`src/include/timer_pkg.sv`:
```
// Shared constants for the timer with compare/capture interrupt flags.
// Assumes one system clock; the counter clock is a divided tick of it.
`default_nettype none
package timer_pkg;
  localparam int ADDR_W = 8;
  localparam int DATA_W = 32;
  localparam int NUM_CH = 2;
  localparam int CNT_W  = 16;

  // Byte offsets on the register port.
  localparam logic [ADDR_W-1:0] OFS_CTRL_MAIN = 8'h00;
  localparam logic [ADDR_W-1:0] OFS_CTRL_CAPT = 8'h01;
  localparam logic [ADDR_W-1:0] OFS_IRQ_CLR   = 8'h08;
  localparam logic [ADDR_W-1:0] OFS_IRQ_SET   = 8'h09;
  localparam logic [ADDR_W-1:0] OFS_IRQ_FLAG  = 8'h0a;
  localparam logic [ADDR_W-1:0] OFS_STATUS    = 8'h0b;
  localparam logic [ADDR_W-1:0] OFS_COUNT_LO  = 8'h10;
  localparam logic [ADDR_W-1:0] OFS_COUNT_HI  = 8'h11;
  localparam logic [ADDR_W-1:0] OFS_CC_BASE   = 8'h18;

  // Field positions.
  localparam int BIT_OVF       = 0;
  localparam int BIT_ERR       = 1;
  localparam int BIT_MC0       = 4;
  localparam int BIT_SWRST     = 0;
  localparam int BIT_ENABLE    = 1;
  localparam int BIT_SYNC_BUSY = 0;
  localparam logic [7:0] FLAG_MASK = 8'h33;
  localparam logic [7:0] BYTE_RST  = 8'h00;
  localparam logic [CNT_W-1:0] CNT_TOP = 16'hffff;

  // Counter clock is the system clock divided down.
  localparam int CLK_PERIOD_NS = 20;
  localparam int CNT_CLK_NS    = 80;
  localparam int CNT_DIV       = CNT_CLK_NS / CLK_PERIOD_NS;
  localparam int DIV_W         = $clog2(CNT_DIV);
  localparam logic [DIV_W-1:0] DIV_LAST = DIV_W'(CNT_DIV - 1);

  typedef enum logic [1:0] {
    SYNC_IDLE = 2'b01,
    SYNC_WAIT = 2'b10
  } sync_state_t;
endpackage
`default_nettype wire

```
`src/logic/timer_capture_interrupt_flags.sv`:
```
// Timer with compare/capture channels, interrupt flags and enables.
// Assumes a single-cycle register port and synchronous capture inputs.
//
// Notes on behaviour
// Match or valid capture sets channel flag.
// Flag sets two clocks after tick, gated by enable.
// Write one clears channel flag, zero keeps.
// Reading capture value clears channel flag.
// Capture onto set flag raises error flag.
// Write one clears error flag.
// Set register one enables error interrupt.
// Set register one enables overflow interrupt.
// Channel enable bits read back state.
// Byte, half and word accesses accepted.
// Each byte and half reachable directly.
// Protected registers ignore writes when locked.
// Synchronized registers update on counter tick.
// Enable-protected registers written only disabled.
// Interrupt high while enabled flag set.
// Clear register one disables interrupt.
// Counter wrap sets overflow flag.
// Reset and software reset zero flags.
`default_nettype none
module timer_capture_interrupt_flags (
  input  wire logic                         clk_sys,
  input  wire logic                         reset,
  input  wire logic [timer_pkg::ADDR_W-1:0] addr,
  input  wire logic [timer_pkg::DATA_W-1:0] wdata,
  input  wire logic [3:0]                   byte_en,
  input  wire logic                         wr_stb,
  input  wire logic                         rd_stb,
  output logic [timer_pkg::DATA_W-1:0]      rdata,
  input  wire logic                         write_protect,
  input  wire logic [timer_pkg::NUM_CH-1:0] capture_in,
  output logic                              irq
);
  import timer_pkg::*;

  logic [ADDR_W-1:0] lane_addr [4];
  logic [3:0]        lane_wr, lane_rd;
  logic [7:0]        lane_data [4];

  logic              enable_q, enable_d, soft_q, soft_d;
  logic [NUM_CH-1:0] capt_mode_q, capt_mode_d;
  logic [7:0]        int_en_q, int_en_d, flag_q, flag_d;
  logic [CNT_W-1:0]  count_q, count_d, cnt_pend_q, cnt_pend_d;
  logic [DIV_W-1:0]  div_q, div_d;
  logic              tick_q, tick_d, irq_q, irq_d, ovf_hit;
  sync_state_t       sync_q, sync_d;
  logic [DATA_W-1:0] rdata_q, rdata_d;

  logic [NUM_CH-1:0] match_hit, overrun, cc_busy, rd_cc, cc_wr_lo, cc_wr_hi;
  logic [CNT_W-1:0]  cc_value [NUM_CH], cc_wdata [NUM_CH];
  logic              wr_main, wr_capt_raw, wr_capt, wr_clr, wr_set;
  logic              wr_flag, wr_cnt_lo, wr_cnt_hi, rd_set;
  logic [7:0]        wb_main, wb_capt, wb_clr, wb_set, wb_flag;
  logic [7:0]        wb_cnt_lo, wb_cnt_hi;

  // split access into lanes
  always_comb begin
    for (int i = 0; i < 4; i++) begin
      lane_addr[i] = {addr[ADDR_W-1:2], 2'(i)};
      lane_wr[i]   = wr_stb & byte_en[i];
      lane_rd[i]   = rd_stb & byte_en[i];
      lane_data[i] = wdata[8*i +: 8];
    end
  end

  function automatic logic wr_at(input logic [ADDR_W-1:0] ofs);
    logic hit;
    hit = 1'b0;
    for (int i = 0; i < 4; i++) begin
      hit = hit | (lane_wr[i] & (lane_addr[i] == ofs));
    end
    return hit;
  endfunction

  function automatic logic rd_at(input logic [ADDR_W-1:0] ofs);
    logic hit;
    hit = 1'b0;
    for (int i = 0; i < 4; i++) begin
      hit = hit | (lane_rd[i] & (lane_addr[i] == ofs));
    end
    return hit;
  endfunction

  function automatic logic [7:0] wbyte_at(input logic [ADDR_W-1:0] ofs);
    logic [7:0] b;
    b = 8'h00;
    for (int i = 0; i < 4; i++) begin
      if (lane_addr[i] == ofs) begin
        b = lane_data[i];
      end
    end
    return b;
  endfunction

  function automatic logic [7:0] reg_byte(input logic [ADDR_W-1:0] ofs);
    logic [7:0] b;
    b = 8'h00;
    unique case (ofs)
      OFS_CTRL_MAIN: b[BIT_ENABLE] = enable_q;
      OFS_CTRL_CAPT: b[NUM_CH-1:0] = capt_mode_q;
      OFS_IRQ_CLR:   b = int_en_q;
      OFS_IRQ_SET:   b = int_en_q;
      OFS_IRQ_FLAG:  b = flag_q;
      OFS_STATUS:    b[BIT_SYNC_BUSY] = (sync_q == SYNC_WAIT) | (|cc_busy);
      OFS_COUNT_LO:  b = count_q[7:0];
      OFS_COUNT_HI:  b = count_q[15:8];
      default: begin
        for (int c = 0; c < NUM_CH; c++) begin
          if (ofs == OFS_CC_BASE + ADDR_W'(2 * c)) begin
            b = cc_value[c][7:0];
          end
          if (ofs == OFS_CC_BASE + ADDR_W'(2 * c + 1)) begin
            b = cc_value[c][15:8];
          end
        end
      end
    endcase
    return b;
  endfunction

  // Decodes sit in a process so that the lane signals the helper
  // functions read are part of its sensitivity.
  always_comb begin
    // locked registers drop writes
    wr_main     = wr_at(OFS_CTRL_MAIN) & !write_protect;
    wr_capt_raw = wr_at(OFS_CTRL_CAPT);
    // capture modes fixed while enabled
    wr_capt     = wr_capt_raw & !write_protect & !enable_q;
    wr_clr      = wr_at(OFS_IRQ_CLR);
    wr_set      = wr_at(OFS_IRQ_SET);
    wr_flag     = wr_at(OFS_IRQ_FLAG);
    wr_cnt_lo   = wr_at(OFS_COUNT_LO) & !write_protect;
    wr_cnt_hi   = wr_at(OFS_COUNT_HI) & !write_protect;
    rd_set      = rd_at(OFS_IRQ_SET);
    wb_main     = wbyte_at(OFS_CTRL_MAIN);
    wb_capt     = wbyte_at(OFS_CTRL_CAPT);
    wb_clr      = wbyte_at(OFS_IRQ_CLR);
    wb_set      = wbyte_at(OFS_IRQ_SET);
    wb_flag     = wbyte_at(OFS_IRQ_FLAG);
    wb_cnt_lo   = wbyte_at(OFS_COUNT_LO);
    wb_cnt_hi   = wbyte_at(OFS_COUNT_HI);
    for (int c = 0; c < NUM_CH; c++) begin
      rd_cc[c]    = rd_at(OFS_CC_BASE + ADDR_W'(2 * c))
                  | rd_at(OFS_CC_BASE + ADDR_W'(2 * c + 1));
      cc_wr_lo[c] = wr_at(OFS_CC_BASE + ADDR_W'(2 * c)) & !write_protect;
      cc_wr_hi[c] = wr_at(OFS_CC_BASE + ADDR_W'(2 * c + 1)) & !write_protect;
      cc_wdata[c] = {wbyte_at(OFS_CC_BASE + ADDR_W'(2 * c + 1)),
                     wbyte_at(OFS_CC_BASE + ADDR_W'(2 * c))};
    end
  end

  genvar ch;
  generate
    for (ch = 0; ch < NUM_CH; ch++) begin : g_ch
      timer_channel u_ch (
        .clk_sys      (clk_sys),
        .reset        (reset),
        .soft_clear   (soft_q),
        .tick         (tick_q),
        .run          (enable_q),
        .count        (count_q),
        .capture_mode (capt_mode_q[ch]),
        .capture_ev   (capture_in[ch]),
        .flag_set     (flag_q[BIT_MC0 + ch]),
        .wr_en        ({cc_wr_hi[ch], cc_wr_lo[ch]}),
        .wr_data      (cc_wdata[ch]),
        .cc_value     (cc_value[ch]),
        .hit          (match_hit[ch]),
        .overrun      (overrun[ch]),
        .busy         (cc_busy[ch])
      );
    end
  endgenerate
  // Counter clock tick, prescaler and counter.
  always_comb begin
    div_d      = (div_q == DIV_LAST) ? '0 : div_q + 1'b1;
    tick_d     = (div_q == DIV_LAST);
    count_d    = count_q;
    cnt_pend_d = (sync_q == SYNC_WAIT) ? cnt_pend_q : count_q;
    sync_d     = sync_q;
    ovf_hit    = 1'b0;
    if (wr_cnt_lo) begin
      cnt_pend_d[7:0] = wb_cnt_lo;
    end
    if (wr_cnt_hi) begin
      cnt_pend_d[15:8] = wb_cnt_hi;
    end
    unique case (sync_q)
      SYNC_IDLE: begin
        if (wr_cnt_lo || wr_cnt_hi) begin
          sync_d = SYNC_WAIT;
        end
      end
      SYNC_WAIT: begin
        // count write crosses on tick
        if (tick_q && !(wr_cnt_lo || wr_cnt_hi)) begin
          sync_d = SYNC_IDLE;
        end
      end
    endcase
    if (tick_q) begin
      if (sync_q == SYNC_WAIT) begin
        count_d = cnt_pend_q;
      end else if (enable_q) begin
        count_d = count_q + 1'b1;
        // wrap raises overflow
        ovf_hit = (count_q == CNT_TOP);
      end
    end
    if (soft_q) begin
      div_d      = '0;
      tick_d     = 1'b0;
      count_d    = '0;
      cnt_pend_d = '0;
      sync_d     = SYNC_IDLE;
    end
  end

  // Control, enables, flags and read data.
  always_comb begin
    enable_d    = enable_q;
    capt_mode_d = capt_mode_q;
    soft_d      = wr_main & wb_main[BIT_SWRST];
    if (wr_main) begin
      enable_d = wb_main[BIT_ENABLE];
    end
    if (wr_capt) begin
      capt_mode_d = wb_capt[NUM_CH-1:0];
    end
    // set and clear enables
    int_en_d = (int_en_q & ~(wb_clr & FLAG_MASK & {8{wr_clr}}))
             | (wb_set & FLAG_MASK & {8{wr_set}});
    // write one clears
    flag_d = flag_q & ~(wb_flag & FLAG_MASK & {8{wr_flag}});
    for (int c = 0; c < NUM_CH; c++) begin
      // capture read clears flag
      if (rd_cc[c] && capt_mode_q[c]) begin
        flag_d[BIT_MC0 + c] = 1'b0;
      end
    end
    // sets win over clears
    if (ovf_hit) begin
      flag_d[BIT_OVF] = 1'b1;
    end
    if (|overrun) begin
      flag_d[BIT_ERR] = 1'b1;
    end
    for (int c = 0; c < NUM_CH; c++) begin
      if (match_hit[c]) begin
        flag_d[BIT_MC0 + c] = 1'b1;
      end
    end
    // per-lane read data
    for (int i = 0; i < 4; i++) begin
      rdata_d[8*i +: 8] = lane_rd[i] ? reg_byte(lane_addr[i]) : BYTE_RST;
    end
    // software reset clears
    if (soft_q) begin
      enable_d    = 1'b0;
      capt_mode_d = '0;
      int_en_d    = BYTE_RST;
      flag_d      = BYTE_RST;
      soft_d      = 1'b0;
    end
    // gated interrupt request
    irq_d = |(flag_d & int_en_d);
  end

  always_ff @(posedge clk_sys) begin
    if (reset) begin
      enable_q    <= 1'b0;
      soft_q      <= 1'b0;
      capt_mode_q <= '0;
      int_en_q    <= BYTE_RST;
      flag_q      <= BYTE_RST;
      count_q     <= '0;
      cnt_pend_q  <= '0;
      div_q       <= '0;
      tick_q      <= 1'b0;
      sync_q      <= SYNC_IDLE;
      rdata_q     <= '0;
      irq_q       <= 1'b0;
    end else begin
      enable_q    <= enable_d;
      soft_q      <= soft_d;
      capt_mode_q <= capt_mode_d;
      int_en_q    <= int_en_d;
      flag_q      <= flag_d;
      count_q     <= count_d;
      cnt_pend_q  <= cnt_pend_d;
      div_q       <= div_d;
      tick_q      <= tick_d;
      sync_q      <= sync_d;
      rdata_q     <= rdata_d;
      irq_q       <= irq_d;
    end
  end

  assign rdata = rdata_q;
  assign irq   = irq_q;
  localparam int SYNC_MAX = 8;
endmodule
`default_nettype wire

```
`src/logic/timer_channel.sv`:
```
// One compare/capture channel: holds its value and reports hits.
// Assumes tick is a one-cycle pulse of the counter clock.
`default_nettype none
module timer_channel (
  input  wire logic                        clk_sys,
  input  wire logic                        reset,
  input  wire logic                        soft_clear,
  input  wire logic                        tick,
  input  wire logic                        run,
  input  wire logic [timer_pkg::CNT_W-1:0] count,
  input  wire logic                        capture_mode,
  input  wire logic                        capture_ev,
  input  wire logic                        flag_set,
  input  wire logic [1:0]                  wr_en,
  input  wire logic [timer_pkg::CNT_W-1:0] wr_data,
  output logic [timer_pkg::CNT_W-1:0]      cc_value,
  output logic                             hit,
  output logic                             overrun,
  output logic                             busy
);
  import timer_pkg::*;

  logic [CNT_W-1:0] cc_q, cc_d, pend_q, pend_d;
  logic             pend_v_q, pend_v_d, cap_q, cap_d;
  logic             hit_q, hit_d, ovr_q, ovr_d;

  always_comb begin
    cc_d     = cc_q;
    pend_d   = pend_v_q ? pend_q : cc_q;
    pend_v_d = pend_v_q | (|wr_en);
    cap_d    = cap_q | (capture_ev & capture_mode);
    hit_d    = 1'b0;
    ovr_d    = 1'b0;
    if (wr_en[0]) begin
      pend_d[7:0] = wr_data[7:0];
    end
    if (wr_en[1]) begin
      pend_d[15:8] = wr_data[15:8];
    end
    if (tick) begin
      // write applied on tick
      if (pend_v_q) begin
        cc_d     = pend_q;
        pend_v_d = |wr_en;
      end
      if (run && capture_mode && cap_q) begin
        cap_d = capture_ev;
        // no room for capture
        if (flag_set) begin
          ovr_d = 1'b1;
        end else begin
          // valid capture stored
          cc_d  = count;
          hit_d = 1'b1;
        end
      end else if (run && !capture_mode && count == cc_q) begin
        // compare match hit
        hit_d = 1'b1;
      end
    end
    // software reset clears
    if (soft_clear) begin
      cc_d     = '0;
      pend_d   = '0;
      pend_v_d = 1'b0;
      cap_d    = 1'b0;
      hit_d    = 1'b0;
      ovr_d    = 1'b0;
    end
  end

  always_ff @(posedge clk_sys) begin
    if (reset) begin
      cc_q     <= '0;
      pend_q   <= '0;
      pend_v_q <= 1'b0;
      cap_q    <= 1'b0;
      hit_q    <= 1'b0;
      ovr_q    <= 1'b0;
    end else begin
      cc_q     <= cc_d;
      pend_q   <= pend_d;
      pend_v_q <= pend_v_d;
      cap_q    <= cap_d;
      hit_q    <= hit_d;
      ovr_q    <= ovr_d;
    end
  end

  assign cc_value = cc_q;
  assign hit      = hit_q;
  assign overrun  = ovr_q;
  assign busy     = pend_v_q;
endmodule
`default_nettype wire

```
`config.mk`:
```
export PLATFORM = sky130hd
export DESIGN_NAME = timer_capture_interrupt_flags
export DESIGN_NICKNAME = d
export VERILOG_FILES = /design/src/include/timer_pkg.sv /design/src/logic/timer_capture_interrupt_flags.sv /design/src/logic/timer_channel.sv
export SDC_FILE = /design/constraint.sdc
export NUM_CORES = 1
export LEC_CHECK = 0
export ABC_AREA = 1
export BUFFER_PORTS_ARGS = -buffer_cell sky130_fd_sc_hd__buf_4
export CAP_MARGIN = 20
export CORE_ASPECT_RATIO = 0.6
export CORE_MARGIN = 4
export CORE_UTILIZATION = 53
export DETAILED_ROUTE_END_ITERATION = 10
export PLACE_DENSITY = 0.77
export SYNTH_ARGS = -nofsm -noshare
export SYNTH_HDL_FRONTEND = slang
export SYNTH_SLANG_ARGS = --single-unit
```
`constraint.sdc`:
```
create_clock -name clk_sys -period 1.4 [get_ports clk_sys]
set_input_delay 0.28 -clock clk_sys [delete_from_list [all_inputs] [get_ports clk_sys]]
set_output_delay 0.28 -clock clk_sys [all_outputs]
set_load 0.02 [all_outputs]
```
==> results of run 1 <==
metrics by stage:
step           setup TNS [ns]  worst slack (ns)  hold slack (ns)  utilization (%)
2_1_floorplan       -0.000252         -0.000252            0.407                -
3_3_place_gp            -9.59            -0.316            0.420             67.5
3_5_place_dp           -11.55            -0.311            0.423             67.5
4_1_cts                -0.747            -0.141            0.118             72.8
5_1_grt                 -2.76            -0.235            0.132             74.7
6_report                -1.50            -0.179            0.116             74.7
final cells by class:
cell class	count	area [um2]
inverters	138	531
well taps	192	240
repair buffers	221	1940
multi-input cells	672	3750
flip-flops and latches	162	3260
fillers	1034	3500
clock buffers	20	457
clock inverters	11	155
cell families after synthesis:
logic type / after synthesis / share of synthesized area (%)
XOR/XNOR: 7 / 0.806
AO/OA/AOI/OAI: 312 / 24.2
AND/OR/NAND/NOR: 339 / 19.8
flip-flops: 162 / 42.7
buffers and inverters: 198 / 10.6
adder cells (fa/ha/maj): 2 / 0.329
multiplexers: 12 / 1.58
sequential cells by signal, summed over array words and instances, names as in the netlist:
signal / cells
div_q: 2
soft_q: 1
g_ch.u_ch.hit: 2
capt_mode_q: 2
flag_q: 8
tick_q: 1
g_ch.u_ch.cap_q: 2
rdata: 32
cnt_pend_q: 16
g_ch.u_ch.cc_value: 32
sync_q: 2
count_q: 16
g_ch.u_ch.busy: 2
irq: 1
int_en_q: 8
enable_q: 1
g_ch.u_ch.pend_q: 32
g_ch.u_ch.overrun: 2
critical path, stage by stage (launching register included):
cell,delay [ns]
dfxtp_4,0.36
ha_4,0.14
nand2_4,0.06
nor2_4,0.12
nand3_4,0.11
buf_6,0.14
a21oi_4,0.14
buf_4,0.14
nor2_1,0.04
a211oi_1,0.23
worst paths after layout:
kind / from / to / cells after the start
hold reg to reg: div_q[0]$_SDFF_PP0_ / div_q[0]$_SDFF_PP0_ / 1
setup reg to reg: count_q[0]$_SDFFE_PP0P_ / count_q[6]$_SDFFE_PP0P_ / 9
hold / removal: wdata[31] / g_ch[1].u_ch.pend_q[15]$_SDFF_PP0_ / 3
setup / recovery: count_q[0]$_SDFFE_PP0P_ / count_q[6]$_SDFFE_PP0P_ / 9
cell usage after synthesis (2+ instances only):
master and instances:
xnor2_1 4, nand2_4 3, ha_1 2, buf_2 25
o21ai_0 90, a22oi_1 2, nand2_2 5, nor2_8 2
a311oi_2 6, dfxtp_1 162, mux2i_1 12, nand4_1 8
nor3_1 10, o21ai_2 2, o21ai_1 15, or2_2 4
nor2_2 2, nand2_1 179, buf_6 3, buf_1 3
nor2_1 84, a31oi_1 6, nor2_4 3, a211oi_1 4
inv_2 6, a311oi_1 6, inv_1 130, nand3_1 27
nor4_1 4, nor3_2 2, o22ai_1 12, o211ai_1 33
o221ai_1 11, xor2_1 3, clkbuf_2 4, a21oi_1 118
clkbuf_1 25
power groups by stage:
| stage | clock network, uW | registers, uW | logic (uW) |
|---|---|---|---|
| after floorplan | 0 | 4830 | 364 |
| after global placement | 0 | 4840 | 696 |
| after detailed placement | 0 | 4850 | 710 |
| after CTS | 4870 | 4740 | 720 |
| after global routing | 5090 | 4750 | 827 |
| final | 4890 | 4750 | 767 |
routing by layer:
metal | wire length (um) | part of all wire, %
met4 | 648 | 2.4
met1 | 11300 | 42
met2 | 10900 | 41
met5 | 7 | 0.026
met3 | 4030 | 15
what timing repair did:
item	4_1_cts	5_1_grt
gates resized for setup	24	42
pin swaps	13	16
setup endpoints to repair	20	51
setup buffers	6	13
hold buffers	0	0
endpoints found under the hold margin	0	0
cloned	0	2
==> flow_metrics.tcl, run 1 <==
set metrics [dict create \
    avgSynthCellArea_um2 7.37 \
    final_antenna_net_count 0 \
    crit_fanout 2 \
    ys_types 52 \
    grt_pass1_wl_mm 40.2 \
    switching_power_uw 2480 \
    timing.reg2reg.setup_slack_ns -0.18 \
    core_mm2 0.0138 \
    synth_area_leader_cell "dfxtp_1" \
    drcViolationCount 0 \
    busiest_layer "met1" \
    cts_root_buf "clkbuf_16" \
    crit_required_ns 1.72 \
    grt_util_met1_pct 45.9 \
    gr-total-overflow 0 \
    path_clk_slew_ns 0.07 \
    pwr-share-clk_pct 47.0 \
    place_inst 1365 \
    synth_seq_cells 162 \
    yosysSeqAreaShare_pct 42.7 \
    maxSlewViolCount 0 \
    cts.sinks 162 \
    intPower_uw 7920 \
    placed_area_mm2 0.00933 \
    p_sw_share_pct 23.9 \
    layout_commonest_cell "buf_4" \
    final_cell_mix "192 x buf_4, 175 x nand2_1, 154 x dfxtp_1" \
    synth_cells 1032 \
    io-pin-count 84 \
    cap_violations 0 \
    dr.pass1.iters 7 \
    drt_iter0_drc 1084 \
    grt.total_usage_pct 31.7 \
    postLayoutSetupSlackWorst_ns -0.179 \
    drive_gt1_share_pct 26.9 \
    totalWireLength_mm 26.9 \
    place.gp.congestion 1.02 \
    die_y_um 101 \
    start_util_pct 55.0 \
    worstPathArrival_ns 1.90 \
    endpoint_kind "flop" \
    syn_to_final_growth_pct 35.9 \
    seqPwrFrac_pct 45.6 \
    critPathLaunchType "flop" \
    p_total_uw 10400 \
    n_antenna_cell 0 \
    synth_edf_count 0 \
    vias 8237 \
    synth.top_cell.area_share_pct 42.7 \
    netlist_area_mm2 0.00760 \
    p_comb_share_pct 7.4 \
    cts_buffers 17 \
    status "complete, but fails checks" \
    die_x_um 163 \
    ys.flop_type "dfxtp_1" \
    rows 33 \
    cts_tree "built" \
    grt_max_degree 44 \
    p_leak_uw 0.00472 \
    grt_setup_unrepaired "yes" \
    min_path_type "input pin to flop" \
    fmax_mhz 633 \
    period_needed_ns 1.58 \
    layout.nets 1265 \
    crit_type "flop to flop" \
    clk_path_buf_depth 2 \
    dieArea_mm2 0.0164 \
    grt_antenna_before_repair 2 \
    worst_slew_pin_slew_ns 0.354 \
    period_share_pct 113 \
    relSlewSlack_pct 76.3 \
    io_buffer_count 81 \
    design_area_mm2 0.0103 \
    skew_ns 0.0124 \
    grt_pass1_vias 7335 \
    vias_per_cell 5.82 \
    synth_area_leaders "dfxtp_1 43%, nand2_1 8.8%, a21oi_1 7.8%" \
    violations "setup timing" \
    h-tree-depth 4 \
    synth_fp_nets 1085 \
    met3_usage_pct 10.8 \
    met2_usage_pct 45.3 \
    layout.cells.non_filler 1416 \
    dp_hpwl_mm 19.4 \
    final_hold_viol_count 0 \
    p_per_area_mw_per_mm2 1010 \
    wl_per_cell_um 19.0 \
    async_reset_ff_share_pct 0 \
    ys_warn_count 0 \
    finalSetupViolCount 15 \
    clkLatencyLatePin_ns 0.43 \
    ir_drop_v 0.000826 \
]
(Power assumes the default switching activity.)
==> inputs of run 2 (changes only) <==
Settings changed: ABC_AREA 1 to not set, SLEW_MARGIN set to 20, SYNTH_HIERARCHICAL set to 1.
==> flow_metrics.tcl, run 2 <==
set metrics [dict create \
    skew_ns 0.0124 \
    io_buffer_count 81 \
    synth_cells 920 \
    avgSynthCellArea_um2 8.51 \
    rows 34 \
    place_inst 1247 \
    met1_length_mm 12.6 \
    drive_gt1_share_pct 40.2 \
    synth_most_common_cell "dfxtp_1" \
    grt.total_usage_pct 33.0 \
    synth_common_cells "162 x dfxtp_1, 154 x nor2_1, 65 x a21oi_1" \
    ys_warn_count 6 \
    cts.sinks 162 \
    period_share_pct 118 \
    relSlewSlack_pct 68.4 \
    dieArea_mm2 0.0169 \
    clk_path_buf_depth 2 \
    drt_iter0_drc 1310 \
    hp-start "capture_in[1]" \
    postLayoutSetupSlackWorst_ns -0.253 \
    p_leak_uw 0.00507 \
    critPathLaunch "count_q[6]$_SDFFE_PP0P_" \
    layout_commonest_cell "buf_4" \
    worst_slew_pin_slew_ns 0.475 \
    reg2reg_from "count_q[6]$_SDFFE_PP0P_" \
    io-pin-count 84 \
    h-tree-depth 4 \
    finalSetupViolCount 84 \
    ys_types 53 \
    wl_met2_mm 13.3 \
    status "complete, but fails checks" \
    vias 8649 \
    ir_drop_v 0.000758 \
    p_per_area_mw_per_mm2 855 \
    min_path_type "input pin to flop" \
    topRoutingLayerUsed "met4" \
    grt_pass1_vias 7467 \
    synth_edf_count 0 \
    grt_antenna_before_repair 0 \
    grt_setup_unrepaired "yes" \
    dp_hpwl_mm 19.4 \
    synth_area_leader_cell "dfxtp_1" \
    crit_fanout 3 \
    final_antenna_net_count 0 \
    vias_per_cell 6.56 \
    totalWireLength_mm 31.9 \
    crit_required_ns 1.74 \
    fmax_mhz 605 \
    fill_cells 838 \
    layout.cells.non_filler 1318 \
    worstPathArrival_ns 1.99 \
    maxSlewViolCount 0 \
    period_needed_ns 1.65 \
    design_area_mm2 0.0115 \
    final_hold_viol_count 0 \
    cts_root_buf "clkbuf_16" \
    ctsHoldBuffers 0 \
    path_clk_slew_ns 0.07 \
    final_cell_mix "179 x buf_4, 145 x dfxtp_1, 113 x nor2_1" \
    ys.flop_type "dfxtp_1" \
    place.gp.congestion 0.974 \
    synth.top_cell.area_share_pct 41.4 \
    cts_buffers 17 \
    route.met3.wl_mm 4.68 \
    yosysSeqAreaShare_pct 41.4 \
    placed_area_mm2 0.00955 \
    dr.pass1.iters 6 \
    synth_area_leaders "dfxtp_1 41%, nor2_1 7.4%, mux2i_1 5.6%" \
    gr-total-overflow 0 \
    cts_tree "built" \
    drcViolationCount 0 \
    core_mm2 0.0145 \
    cap_violations 0 \
    hold-path-cell-count 3 \
    synth_fp_nets 973 \
    r2r_cells 5 \
    netlist_area_mm2 0.00783 \
    fin_setup_tns_ns -7.58 \
    violations "setup timing" \
    crit_type "flop to flop" \
    start_util_pct 54.2 \
    die_x_um 165 \
    timing.reg2reg.setup_slack_ns -0.25 \
    synth_seq_cells 162 \
    grt_pass1_wl_mm 42.1 \
    clkLatencyLatePin_ns 0.43 \
    whs_ns 0.134 \
    critPathLaunchType "flop" \
    wl_per_cell_um 24.2 \
    die_y_um 102 \
    syn_to_final_growth_pct 46.9 \
    grt_max_degree 37 \
    endpoint_kind "flop" \
    layout.nets 1159 \
    async_reset_ff_share_pct 0 \
]
[run 2: critical path, cell delays in order, from the launching register on]
cell and delay (ns):
dfxtp_2 0.36, nand4_1 0.24, or3_4 0.44, o21ai_0 0.21
a21oi_1 0.10, a211oi_1 0.22
[run 2: logic make-up (layout without fill, tap and decap cells)]
family          count (synthesis)  after routing  synth area share, %
simple gates                  375            375                 24.6
compound gates                228            230                 19.8
flops                         162            162                 41.4
buf+inv                        76            273                 4.58
mux                            45             45                 5.77
xor+xnor                       32             32                 3.58
fa+ha+maj                       2              2                0.319
other cells                     0              1                    0
[run 2: final timing paths]
| check | end |
|---|---|
| setup reg to reg | count_q[12]$_SDFFE_PP0P_ |
| setup / recovery | count_q[12]$_SDFFE_PP0P_ |
| hold / removal | g_ch[1].u_ch/cap_q$_SDFF_PP0_ |
| hold reg to reg | div_q[0]$_SDFF_PP0_ |
[run 2: power by group]
part / internal (uW) / leakage, uW / switching (uW)
registers: 4620 / 0.00131 / 14.7
clock network: 2520 / 0.000283 / 2130
logic: 238 / 0.00348 / 316
[run 2: cell type report]
type | instances | area [um2] | area share [%]
clock inverter | 14 | 148 | 1.28
antenna | 1 | 2.50 | 0.0217
sequential | 162 | 3270 | 28.5
tap | 198 | 248 | 2.15
multi-input combinational | 684 | 5100 | 44.3
inverter | 5 | 18.8 | 0.163
timing repair buffer | 236 | 2280 | 19.8
clock buffer | 18 | 429 | 3.73
[run 2: layer usage]
metal | track usage, % | up-vias
met1 | 46.7 | 4097
met3 | 12.2 | 144
li1 | - | 3685
met2 | 46.1 | 723
met4 | 11.9 | 0
met5 | 0 | -
[run 2: per-stage QoR]
step	utilization, %	worst slack [ns]	total power (uW)
after floorplan	-	-0.458	4920
after global placement	66.0	-0.497	5190
after detailed placement	66.0	-0.535	5190
after CTS	72.0	-0.173	9740
after global routing	79.5	-0.296	10000
final	79.6	-0.253	9830
[run 2: repair_timing]
item	in CTS	in global routing
cloned	2	9
setup buffers	9	21
pin swaps	21	61
endpoints found under the setup margin	44	109
resized for setup	45	181
